[config.mk]
export PLATFORM = sky130hd
export DESIGN_NAME = cpml_port_mode
export DESIGN_NICKNAME = d
export VERILOG_FILES = /design/src/design/cpml_pkg.sv /design/src/design/cpml_port_mode.sv /design/src/design/cpml_reg_bank.sv
export SDC_FILE = /design/constraint.sdc
export NUM_CORES = 2
export LEC_CHECK = 0
export ABC_AREA = 1
export ABC_CLOCK_PERIOD_IN_PS = 2000
export BUFFER_PORTS_ARGS = -buffer_cell sky130_fd_sc_hd__buf_2
export CORE_ASPECT_RATIO = 1.1
export CORE_MARGIN = 8
export CORE_UTILIZATION = 55
export CTS_CLUSTER_SIZE = 12
export DETAILED_ROUTE_END_ITERATION = 8
export PLACE_DENSITY = 0.87
export SYNTH_ARGS = -nofsm -noshare
export SYNTH_HDL_FRONTEND = slang
export SYNTH_SLANG_ARGS = --single-unit
[constraint.sdc]
create_clock -name i_sys_clk -period 2 [get_ports i_sys_clk]
set_input_delay 0.2 -clock i_sys_clk [delete_from_list [all_inputs] [get_ports i_sys_clk]]
set_output_delay 0.2 -clock i_sys_clk [all_outputs]
set_load 0.05 [all_outputs]
[src/design/cpml_pkg.sv]
// Purpose: Constants and carrier types for the configurable port mode logic
// Assumes: Avalon-MM word addressing, 8-bit registers in low bits of 32-bit data
// Notes:   Register offsets are word indices; byte address is four times the index
package cpml_pkg;
  // ---------------------------------------------------------------------------
  // Ports
  // ---------------------------------------------------------------------------
  localparam int NUM_PORTS   = 7;
  localparam int PORT_A      = 0;
  localparam int PORT_B      = 1;
  localparam int PORT_C      = 2;
  localparam int PORT_D      = 3;
  localparam int PORT_E      = 4;
  localparam int PORT_F      = 5;
  localparam int PORT_G      = 6;
  localparam int PORT_W      = 8;
  localparam int PORT_D_W    = 4;
  localparam logic [7:0] PORT_D_MASK = 8'h0f;
  localparam logic [7:0] CFG_RESET   = 8'h00;
  // ---------------------------------------------------------------------------
  // Register map: index = kind * 8 + port
  // ---------------------------------------------------------------------------
  localparam logic [5:0] KIND_DATA_IN  = 6'h00;
  localparam logic [5:0] KIND_DATA_OUT = 6'h08;
  localparam logic [5:0] KIND_DIR      = 6'h10;
  localparam logic [5:0] KIND_CTRL     = 6'h18;
  localparam logic [5:0] KIND_DRIVE    = 6'h20;
  localparam logic [5:0] KIND_ENABLE   = 6'h28;
  localparam logic [5:0] REG_MEM_MAP   = 6'h30;
  localparam int         MEM_MAP_PIO_BIT = 7;
  localparam int         ADDR_W      = 6;
  localparam int         RD_LATENCY  = 2;
  // ---------------------------------------------------------------------------
  // Latched address bus type
  // ---------------------------------------------------------------------------
  localparam logic [1:0] BUS_GENERIC_MUX = 2'h0;
  localparam logic [1:0] BUS_XA_MUX      = 2'h1;
  localparam logic [1:0] BUS_PAGE_MUX    = 2'h2;
  localparam logic [1:0] BUS_NON_MUX     = 2'h3;

  typedef struct packed {
    logic [ADDR_W-1:0] address;
    logic              read;
    logic              write;
    logic [7:0]        writedata;
  } cpml_req_t;

  typedef struct packed {
    logic [NUM_PORTS-1:0][PORT_W-1:0] oe_term;
    logic [NUM_PORTS-1:0][PORT_W-1:0] value;
  } cpml_logic_t;
endpackage : cpml_pkg

[src/design/cpml_port_mode.sv]
// Purpose: Per-pin mode logic, pin drivers and config registers of seven ports
// Assumes: Programmed configuration arrives as static inputs; Avalon-MM slave
// Notes:   Pin outputs are registered, so pins lag logic by one cycle
// Operation
// - Ports E, F, G pins in microcontroller I/O mode when control bit is 0
// - I/O mode data-out register drives output; input read through data-in
// - Ports A, B, C lack control registers; I/O mode unless programmed logic
// - Logic mode uses macrocells; output on by term or set direction
// - E, F, G output latched address on enable term or direction and control; code needs the control bit set in both cases
// - Latched address nibbles follow the selected bus type
// - Upper address lines enter logic array, optionally latched by strobe; code always takes them from the strobe latch
// - Inputs used by memory select decoder count as address inputs
// - Port F as data bus disables its general I/O functions
// - Memory map bit 7 makes port F a bidirectional host data buffer
// - Peripheral buffer tri-stated unless a peripheral select term active
// - Port E carries scan pins shared with other functions
// - Bit n of each configuration register controls pin n
// - Every configuration register holds 00h after power-up
// - Ports A, B, C, F drivers enabled by direction bit or enable term
// - Programmed modes fixed; other modes changeable by host writes
// - Mode availability limited per port as listed
// - Host reaches configuration registers by ordinary decoded bus cycles
// - Direction 1 is output, 0 input; every pin defaults to input
`timescale 1ns/1ps
`default_nettype none
module cpml_port_mode
  import cpml_pkg::*;
#(
  parameter logic [1:0] BUS_TYPE = BUS_GENERIC_MUX
) (
  input  wire logic                              i_sys_clk,
  input  wire logic                              i_reset_n,
  input  wire logic                              i_ce,
  // Avalon-MM slave
  input  wire logic [ADDR_W-1:0]                 i_avs_address,
  input  wire logic                              i_avs_read,
  input  wire logic                              i_avs_write,
  input  wire logic [31:0]                       i_avs_writedata,
  output logic      [31:0]                       o_avs_readdata,
  output logic                                   o_avs_waitrequest,
  // Programmed configuration
  input  wire logic [NUM_PORTS-1:0][PORT_W-1:0]  i_prog_logic_pin,
  input  wire logic [NUM_PORTS-1:0][PORT_W-1:0]  i_prog_addr_in_pin,
  input  wire logic                              i_prog_data_port,
  input  wire logic                              i_scan_enable,
  // Logic array interface
  input  wire cpml_logic_t                       i_logic,
  input  wire logic                              i_peripheral_select_0,
  input  wire logic                              i_peripheral_select_1,
  input  wire logic                              i_address_latch_strobe,
  input  wire logic [15:0]                       i_host_address,
  input  wire logic [7:0]                        i_host_data_out,
  output logic      [7:0]                        o_host_data_in,
  output logic                                   o_host_data_oe,
  output logic      [NUM_PORTS-1:0][PORT_W-1:0]  o_array_input,
  output logic      [NUM_PORTS-1:0][PORT_W-1:0]  o_address_input,
  // Pins
  input  wire logic [NUM_PORTS-1:0][PORT_W-1:0]  i_pin,
  output logic      [NUM_PORTS-1:0][PORT_W-1:0]  o_pin,
  output logic      [NUM_PORTS-1:0][PORT_W-1:0]  o_pin_oe,
  output logic      [PORT_W-1:0]                 o_open_drain_e
);
  if (BUS_TYPE > BUS_NON_MUX) begin : g_bad_bus
    $error("cpml_port_mode bus type out of range");
  end

  // ---------------------------------------------------------------------------
  // Functions
  // ---------------------------------------------------------------------------
  function automatic logic [7:0] port_mask(input int p);
    return (p == PORT_D) ? PORT_D_MASK : 8'hff;
  endfunction

  function automatic logic [7:0] addr_byte(input int p, input logic [15:0] a);
    logic [3:0] lo;
    logic [3:0] hi;
    lo = a[3:0];
    hi = a[7:4];
    case (BUS_TYPE)
      BUS_XA_MUX: begin
        lo = (p == PORT_G) ? a[11:8] : 4'h0;
        hi = (p == PORT_G) ? a[15:12] : a[7:4];
      end
      BUS_PAGE_MUX: begin
        lo = (p == PORT_G) ? a[11:8] : 4'h0;
        hi = (p == PORT_G) ? a[7:4] : 4'h0;
      end
      BUS_NON_MUX: begin
        lo = (p == PORT_G) ? a[3:0] : 4'h0;
        hi = (p == PORT_G) ? a[7:4] : 4'h0;
      end
      default: begin
        lo = a[3:0];
        hi = a[7:4];
      end
    endcase
    return {hi, lo};
  endfunction

  // ---------------------------------------------------------------------------
  // Input synchroniser, three stages
  // ---------------------------------------------------------------------------
  logic [NUM_PORTS-1:0][PORT_W-1:0] sync_1;
  logic [NUM_PORTS-1:0][PORT_W-1:0] sync_2;
  logic [NUM_PORTS-1:0][PORT_W-1:0] sync_3;
  logic [NUM_PORTS-1:0][PORT_W-1:0] pin_in;

  always_ff @(posedge i_sys_clk) begin
    if (!i_reset_n) begin
      sync_1 <= '0;
      sync_2 <= '0;
      sync_3 <= '0;
      pin_in <= '0;
    end else if (i_ce) begin
      sync_1 <= i_pin;
      sync_2 <= sync_1;
      sync_3 <= sync_2;
      for (int p = 0; p < NUM_PORTS; p++) begin
        for (int b = 0; b < PORT_W; b++) begin
          if (sync_2[p][b] == sync_3[p][b]) begin
            pin_in[p][b] <= sync_2[p][b];
          end
        end
      end
    end
  end

  // ---------------------------------------------------------------------------
  // Register bus
  // ---------------------------------------------------------------------------
  cpml_req_t req;
  logic [1:0] rd_pending;
  logic      wr_dout;
  logic      wr_dir;
  logic      wr_ctrl;
  logic      wr_drive;
  logic [7:0] memory_map_control;
  logic [7:0] dout_rd;
  logic [7:0] dir_rd;
  logic [7:0] ctrl_rd;
  logic [7:0] drive_rd;
  logic [NUM_PORTS-1:0][7:0] data_out_reg;
  logic [NUM_PORTS-1:0][7:0] dir_reg;
  logic [NUM_PORTS-1:0][7:0] ctrl_all;
  logic [NUM_PORTS-1:0][7:0] drive_reg;
  logic [NUM_PORTS-1:0][7:0] enable_out;
  logic [5:0] kind;
  logic [2:0] sel;

  assign req.address   = i_avs_address;
  assign req.read      = i_avs_read;
  assign req.write     = i_avs_write;
  assign req.writedata = i_avs_writedata[7:0];
  assign kind          = {req.address[5:3], 3'h0};
  assign sel           = req.address[2:0];

  assign wr_dout  = req.write && !o_avs_waitrequest && (kind == KIND_DATA_OUT);
  assign wr_dir   = req.write && !o_avs_waitrequest && (kind == KIND_DIR);
  assign wr_ctrl  = req.write && !o_avs_waitrequest && (kind == KIND_CTRL)
                    && (sel >= 3'(PORT_E));
  assign wr_drive = req.write && !o_avs_waitrequest && (kind == KIND_DRIVE);

  cpml_reg_bank u_dout (
    .i_sys_clk (i_sys_clk), .i_reset_n (i_reset_n), .i_ce (i_ce),
    .i_we (wr_dout), .i_waddr (sel), .i_wdata (req.writedata),
    .i_raddr (sel), .o_rdata (dout_rd), .o_all (data_out_reg)
  );
  cpml_reg_bank u_dir (
    .i_sys_clk (i_sys_clk), .i_reset_n (i_reset_n), .i_ce (i_ce),
    .i_we (wr_dir), .i_waddr (sel), .i_wdata (req.writedata),
    .i_raddr (sel), .o_rdata (dir_rd), .o_all (dir_reg)
  );
  cpml_reg_bank u_ctrl (
    .i_sys_clk (i_sys_clk), .i_reset_n (i_reset_n), .i_ce (i_ce),
    .i_we (wr_ctrl), .i_waddr (sel), .i_wdata (req.writedata),
    .i_raddr (sel), .o_rdata (ctrl_rd), .o_all (ctrl_all)
  );
  cpml_reg_bank u_drive (
    .i_sys_clk (i_sys_clk), .i_reset_n (i_reset_n), .i_ce (i_ce),
    .i_we (wr_drive), .i_waddr (sel), .i_wdata (req.writedata),
    .i_raddr (sel), .o_rdata (drive_rd), .o_all (drive_reg)
  );

  always_ff @(posedge i_sys_clk) begin
    if (!i_reset_n) begin
      memory_map_control <= 8'h00;
    end else if (i_ce && req.write && !o_avs_waitrequest && req.address == REG_MEM_MAP) begin
      memory_map_control <= req.writedata;
    end
  end

  // Reads wait for bank register, then read data register
  always_ff @(posedge i_sys_clk) begin
    if (!i_reset_n) begin
      rd_pending <= 2'h0;
    end else if (i_ce) begin
      rd_pending <= (req.read && rd_pending != 2'(RD_LATENCY)) ? rd_pending + 2'h1 : 2'h0;
    end
  end

  // Idle high, so a flop can hold off the first cycle of any access
  always_ff @(posedge i_sys_clk) begin
    if (!i_reset_n) begin
      o_avs_waitrequest <= 1'b1;
    end else if (i_ce) begin
      o_avs_waitrequest <= !((req.write && o_avs_waitrequest) || (req.read && rd_pending == 2'(RD_LATENCY - 1)));
    end
  end

  logic [7:0] rd_byte;
  always_comb begin
    rd_byte = 8'h00;
    if (kind == KIND_DATA_IN && int'(sel) < NUM_PORTS) begin
      rd_byte = pin_in[sel] & port_mask(int'(sel));
    end else if (kind == KIND_DATA_OUT) begin
      rd_byte = dout_rd & port_mask(int'(sel));
    end else if (kind == KIND_DIR) begin
      rd_byte = dir_rd & port_mask(int'(sel));
    end else if (kind == KIND_CTRL && sel >= 3'(PORT_E)) begin
      rd_byte = ctrl_rd;
    end else if (kind == KIND_DRIVE) begin
      rd_byte = drive_rd & port_mask(int'(sel));
    end else if (kind == KIND_ENABLE && int'(sel) < NUM_PORTS) begin
      rd_byte = enable_out[sel];
    end else if (req.address == REG_MEM_MAP) begin
      rd_byte = memory_map_control;
    end
  end

  always_ff @(posedge i_sys_clk) begin
    if (!i_reset_n) begin
      o_avs_readdata <= 32'h0000_0000;
    end else if (i_ce && req.read && rd_pending == 2'(RD_LATENCY - 1)) begin
      o_avs_readdata <= {24'h00_0000, rd_byte};
    end
  end

  // ---------------------------------------------------------------------------
  // Per-pin mode and driver logic
  // ---------------------------------------------------------------------------
  logic [NUM_PORTS-1:0][7:0] next_pin;
  logic [NUM_PORTS-1:0][7:0] next_oe;
  logic                      pio_mode;
  logic                      pio_active;
  logic                      data_port;

  assign pio_mode   = memory_map_control[MEM_MAP_PIO_BIT] && !i_prog_data_port;
  assign pio_active = pio_mode && (i_peripheral_select_0 || i_peripheral_select_1);
  assign data_port  = i_prog_data_port;

  always_comb begin
    next_pin   = '0;
    next_oe    = '0;
    enable_out = '0;
    for (int p = 0; p < NUM_PORTS; p++) begin
      for (int b = 0; b < PORT_W; b++) begin
        logic lg;
        logic term;
        logic ctl;
        logic aout;
        logic [7:0] abyte;
        lg   = i_prog_logic_pin[p][b] && (p != PORT_E) && (p != PORT_G);
        term = i_logic.oe_term[p][b] && (p != PORT_D);
        ctl  = (p >= PORT_E) ? ctrl_all[p][b] : 1'b0;
        aout = (p >= PORT_E) && (term || (dir_reg[p][b] && ctl));
        abyte = addr_byte(p, i_host_address);
        if (p != PORT_E && p != PORT_G) begin
          enable_out[p][b] = (dir_reg[p][b] || term) && (p != PORT_D || b < PORT_D_W);
        end
        if (p == PORT_D && b >= PORT_D_W) begin
          next_oe[p][b] = 1'b0;
        end else if (p == PORT_E && i_scan_enable) begin
          next_oe[p][b] = 1'b0;
        end else if (p == PORT_F && (data_port || pio_mode)) begin
          next_pin[p][b] = i_host_data_out[b];
          next_oe[p][b]  = pio_active && !data_port ? 1'b1 : 1'b0;
        end else if (ctl && aout) begin
          next_pin[p][b] = abyte[b];
          next_oe[p][b]  = 1'b1;
        end else if (lg) begin
          next_pin[p][b] = i_logic.value[p][b];
          next_oe[p][b]  = dir_reg[p][b] || term;
        end else begin
          next_pin[p][b] = data_out_reg[p][b];
          next_oe[p][b]  = dir_reg[p][b] || term;
        end
      end
    end
  end

  always_ff @(posedge i_sys_clk) begin
    if (!i_reset_n) begin
      o_pin    <= '0;
      o_pin_oe <= '0;
    end else if (i_ce) begin
      o_pin    <= next_pin;
      o_pin_oe <= next_oe;
    end
  end

  always_ff @(posedge i_sys_clk) begin
    if (!i_reset_n) begin
      o_open_drain_e <= 8'h00;
    end else if (i_ce) begin
      o_open_drain_e <= drive_reg[PORT_E];
    end
  end

  // ---------------------------------------------------------------------------
  // Inputs to logic array and host data path
  // ---------------------------------------------------------------------------
  logic [NUM_PORTS-1:0][7:0] addr_latch;
  always_ff @(posedge i_sys_clk) begin
    if (!i_reset_n) begin
      addr_latch      <= '0;
      o_array_input   <= '0;
      o_address_input <= '0;
    end else if (i_ce) begin
      if (i_address_latch_strobe) begin
        addr_latch <= pin_in;
      end
      for (int p = 0; p < NUM_PORTS; p++) begin
        o_array_input[p] <= pin_in[p] & i_prog_logic_pin[p] & port_mask(p);
        // decoder inputs taken as address inputs; E and G excluded
        o_address_input[p] <= ((p == PORT_E || p == PORT_G) ? 8'h00 :
                               (addr_latch[p] & i_prog_addr_in_pin[p] & port_mask(p)));
      end
    end
  end

  always_ff @(posedge i_sys_clk) begin
    if (!i_reset_n) begin
      o_host_data_in <= 8'h00;
      o_host_data_oe <= 1'b0;
    end else if (i_ce) begin
      o_host_data_in <= pin_in[PORT_F];
      o_host_data_oe <= pio_active;
    end
  end
endmodule : cpml_port_mode
`default_nettype wire

[src/design/cpml_reg_bank.sv]
// Purpose: Small register memory holding one byte per port for a register kind
// Assumes: Single write port, registered read data
// Notes:   Clears to reset value under synchronous reset
`timescale 1ns/1ps
`default_nettype none
module cpml_reg_bank
  import cpml_pkg::*;
#(
  parameter int DEPTH = NUM_PORTS
) (
  input  wire logic                     i_sys_clk,
  input  wire logic                     i_reset_n,
  input  wire logic                     i_ce,
  input  wire logic                     i_we,
  input  wire logic [2:0]               i_waddr,
  input  wire logic [7:0]               i_wdata,
  input  wire logic [2:0]               i_raddr,
  output logic      [7:0]               o_rdata,
  output logic      [DEPTH-1:0][7:0]    o_all
);
  if (DEPTH < 1 || DEPTH > 8) begin : g_bad_depth
    $error("cpml_reg_bank depth out of range");
  end

  always_ff @(posedge i_sys_clk) begin
    if (!i_reset_n) begin
      for (int k = 0; k < DEPTH; k++) begin
        o_all[k] <= CFG_RESET;
      end
    end else if (i_ce && i_we && (int'(i_waddr) < DEPTH)) begin
      o_all[i_waddr] <= i_wdata;
    end
  end

  always_ff @(posedge i_sys_clk) begin
    if (!i_reset_n) begin
      o_rdata <= 8'h00;
    end else if (i_ce) begin
      o_rdata <= (int'(i_raddr) < DEPTH) ? o_all[i_raddr] : 8'h00;
    end
  end
endmodule : cpml_reg_bank
`default_nettype wire

==> flow_metrics.env <==
export IMPL_drt_iter0_drc=4907
export IMPL_whs_endpoint="o_host_data_oe"
export IMPL_leakagePower_nw=15.4
export IMPL_setup_viol=0
export IMPL_min_path_type="primary input to flip-flop"
export IMPL_portBuffers=481
export IMPL_r2r_cells=6
export IMPL_wire_per_inst_um=24.2
export IMPL_rsz0062_at_grt="true"
export IMPL_cp_arrival_ns=2.48
export IMPL_synth_distinct_cells=38
export IMPL_crit_fanout=3
export IMPL_period_minus_slack_ns=1.95
export IMPL_area_growth_pct=26.8
export IMPL_status="finished, violations left"
export IMPL_die_area_um2=60900
export IMPL_yosysSeqAreaShare=0.498
export IMPL_core_um2=52500
export IMPL_busiest_layer="met2"
export IMPL_nFillCells=3785
export IMPL_ys_ff_latch=728
export IMPL_maxCapViolCount=0
export IMPL_utilization=0.707
export IMPL_hpwl_um=81700
export IMPL_vdd_drop_max_mv=0.747
export IMPL_max_freq_mhz=512
export IMPL_cp_end_kind="flip-flop"
export IMPL_use_met1=0.450
export IMPL_finalClockSkew_ns=0.0308
export IMPL_slew_headroom=0.349
export IMPL_cts_root_buf="clkbuf_16"
export IMPL_grt_max_degree=187
export IMPL_tightest_slew_ns=0.965
export IMPL_ios=626
export IMPL_synthCells=3803
export IMPL_drt_first_pass_iters=9
export IMPL_dr_total_vias=32122
export IMPL_drc=5
export IMPL_whs_path_depth=4
export IMPL_rows=88
export IMPL_timing_rr_end="o_pin[47]"
export IMPL_drt_total_wl_um=125000
export IMPL_cts_buffers=74
export IMPL_yosysWarnings=0
export IMPL_violations="design-rule violations"
export IMPL_hp_start="i_prog_data_port"
export IMPL_viasPerCell=6.22
export IMPL_worst_r2r_setup_slack_ns=0.05
export IMPL_clk_latency_ns=0.64
export IMPL_fin_cells=5168
export IMPL_grt_pass1_vias=30386
export IMPL_worst_setup_path_start_kind="flip-flop"
export IMPL_power_density_nw_per_um2=883
export IMPL_syn_area_per_cell_um2=7.70
export IMPL_fin_nets=4805
export IMPL_ant_nets=0
export IMPL_die_height_um=258
export IMPL_use_met3=0.137
export IMPL_grt_pass1_wl_um=183000
export IMPL_r2r_start="u_dir.o_all[47]"
export IMPL_antenna_found_initial=14
export IMPL_clk_pin_slew_worst_paths_ns=0.06
export IMPL_use_met2=0.591
export IMPL_htree_levels=3
export IMPL_syn_area_um2=29300
export IMPL_place_inst=4799
export IMPL_grt_usage=0.387
export IMPL_required_ns=2.53
export IMPL_clock_path_buffers=3
export IMPL_cts_sinks=728
export IMPL_grt_overflow_total=0
export IMPL_total_power_mw=32.8
export IMPL_fin_crit_sh=0.977
export IMPL_gp_congestion=0.999
export IMPL_initial_core_util=0.558
export IMPL_cts_tree="yes"
export IMPL_fp_dieW_um=236
export IMPL_hold_viol=0
export IMPL_maxSlewViolCount=0
export IMPL_worstSetupPathType="flip-flop to flip-flop"
export IMPL_drive_gt1_frac=0.168
-- cell type report --
type                            count  area, um2  area share
Multi-Input combinational cell   2445      12000       0.324
Timing Repair Buffer              852       6160       0.166
Inverter                          350       1330      0.0359
Sequential cell                   728      14600       0.392
Tap cell                          675        845      0.0227
Clock inverter                     13        181     0.00488
Antenna cell                        9       22.5    0.000606
Clock buffer                       96       1990      0.0537
-- power by group --
| part | leakage, nW | total, mW | internal [mW] | switching (mW) |
|---|---|---|---|---|
| sequential | 5.95 | 15.3 | 15.0 | 0.322 |
| clock | 1.06 | 13.1 | 7.17 | 5.91 |
| combinational | 8.36 | 4.41 | 1.31 | 3.10 |
| total | 15.4 | 32.8 | 23.5 | 9.33 |
-- sequential cells by signal (all words and copies together) (netlist names), 36 cells and up --
name             flops
o_pin               52
o_address_input     36
sync_2              52
u_drive.o_all       56
addr_latch          36
sync_1              52
o_array_input       52
sync_3              52
pin_in              52
u_dir.o_all         56
u_dout.o_all        56
u_ctrl.o_all        56
o_pin_oe            52
-- synth_stat cells, drive strengths merged --
cell type  number  area share
dfxtp         728        0.50
o21ai         603        0.10
a21oi         571       0.098
nand2         448       0.059
nor2          367       0.049
inv           348       0.045
clkbuf        198       0.025
buf           137       0.029
nand3         124       0.021
o211ai         71       0.018
a221oi         56       0.017
o221ai         28      0.0084
o22ai          28      0.0060
o311ai         16      0.0048
or2            14      0.0030
a31oi          13      0.0028
a211oi         10      0.0026
a32oi          10      0.0030
nand4          10      0.0023
a22oi           8      0.0021
o2111ai         5      0.0015
clkinv          2     0.00026
ha              2     0.00085
mux2i           2     0.00068
nor3            2     0.00051
conb            1     0.00013
o21a            1     0.00026
-- metrics by stage --
stage | hold WS [ns] | cell area (um2) | TNS [ns] | worst slack, ns
detailed placement | 0.417 | 32400 | -0.550 | -0.0475
finish | 0.0324 | 37100 | 0 | 0.0450
global route | 0.0383 | 37100 | -0.0211 | -0.0108
CTS | 0.00144 | 37100 | 0 | 0.0680
floorplan | 0.335 | 29500 | 0 | 0.308
global placement | 0.413 | 32400 | -0.180 | -0.0287
-- cell families (layout without fill, tap and decap cells) --
logic type / Yosys count / after routing / share of synthesized area
AOI/OAI and AO/OA: 1420 / 1420 / 0.267
and+or+nand+nor: 965 / 965 / 0.135
DFF: 728 / 728 / 0.498
buffers and inverters: 685 / 1311 / 0.0989
adders and majority gates: 2 / 2 / 0.000854
muxes: 2 / 2 / 0.000684
other: 1 / 65 / 0.000128
-- timing repair --
| item | in CTS | in global routing |
|---|---|---|
| setup endpoints to repair | 0 | 26 |
| hold buffers | 249 | 0 |
| buffers inserted | 0 | 2 |
| gates resized for setup | 0 | 6 |
| hold endpoints to repair | 242 | 0 |
-- worst max-delay path by stage --
stage / slack [ns] / from / endpoint / cells past startpoint
after detailed placement: -0.05 / i_avs_write / u_dir.o_all[25] / 11
after CTS: 0.07 / o_avs_waitrequest / u_dir.o_all[25] / 9
after global placement: -0.03 / i_avs_write / u_dir.o_all[25] / 11
after global routing: -0.01 / o_avs_waitrequest / u_drive.o_all[5] / 8
after floorplan: 0.31 / o_avs_waitrequest / u_dir.o_all[45] / 10
final: 0.05 / u_dir.o_all[47] / o_pin[47] / 6
-- worst max-delay path: stages, from the launching register on --
cell and delay [ns]:
dfxtp_1 0.37, nor2_1 0.38, buf_4 0.22, o221ai_1 0.10, o311ai_0 0.10, a21oi_1 0.12, dlygate4sd3_1 0.56
-- layout by cell type (no fill, tap or decap), drive strengths merged --
| master | instances |
|---|---|
| dfxtp | 728 |
| a21oi | 571 |
| ha | 2 |
| clkinv | 8 |
| inv | 352 |
| o22ai | 28 |
| a32oi | 10 |
| nor3 | 2 |
| a221oi | 56 |
| a22oi | 8 |
| o21ai | 603 |
| bufinv | 1 |
| nand2 | 448 |
| o2111ai | 5 |
| or2 | 14 |
| a211oi | 10 |
| conb | 56 |
| o221ai | 28 |
| nand4 | 10 |
| a31oi | 13 |
| buf | 603 |
| mux2i | 2 |
| nand3 | 124 |
| clkbuf | 96 |
| dlygate4sd3 | 249 |
| clkinvlp | 2 |
| diode | 9 |
| o211ai | 71 |
| o21a | 1 |
| nor2 | 367 |
| o311ai | 16 |
-- routing by layer --
layer | vias to the layer above | wire [um]
li1 | 14043 | -
met1 | 14789 | 43700
met2 | 2633 | 53800
met3 | 651 | 17800
met4 | 6 | 9950
met5 | - | 46
No activity file was read; power rests on OpenSTA's default activity.
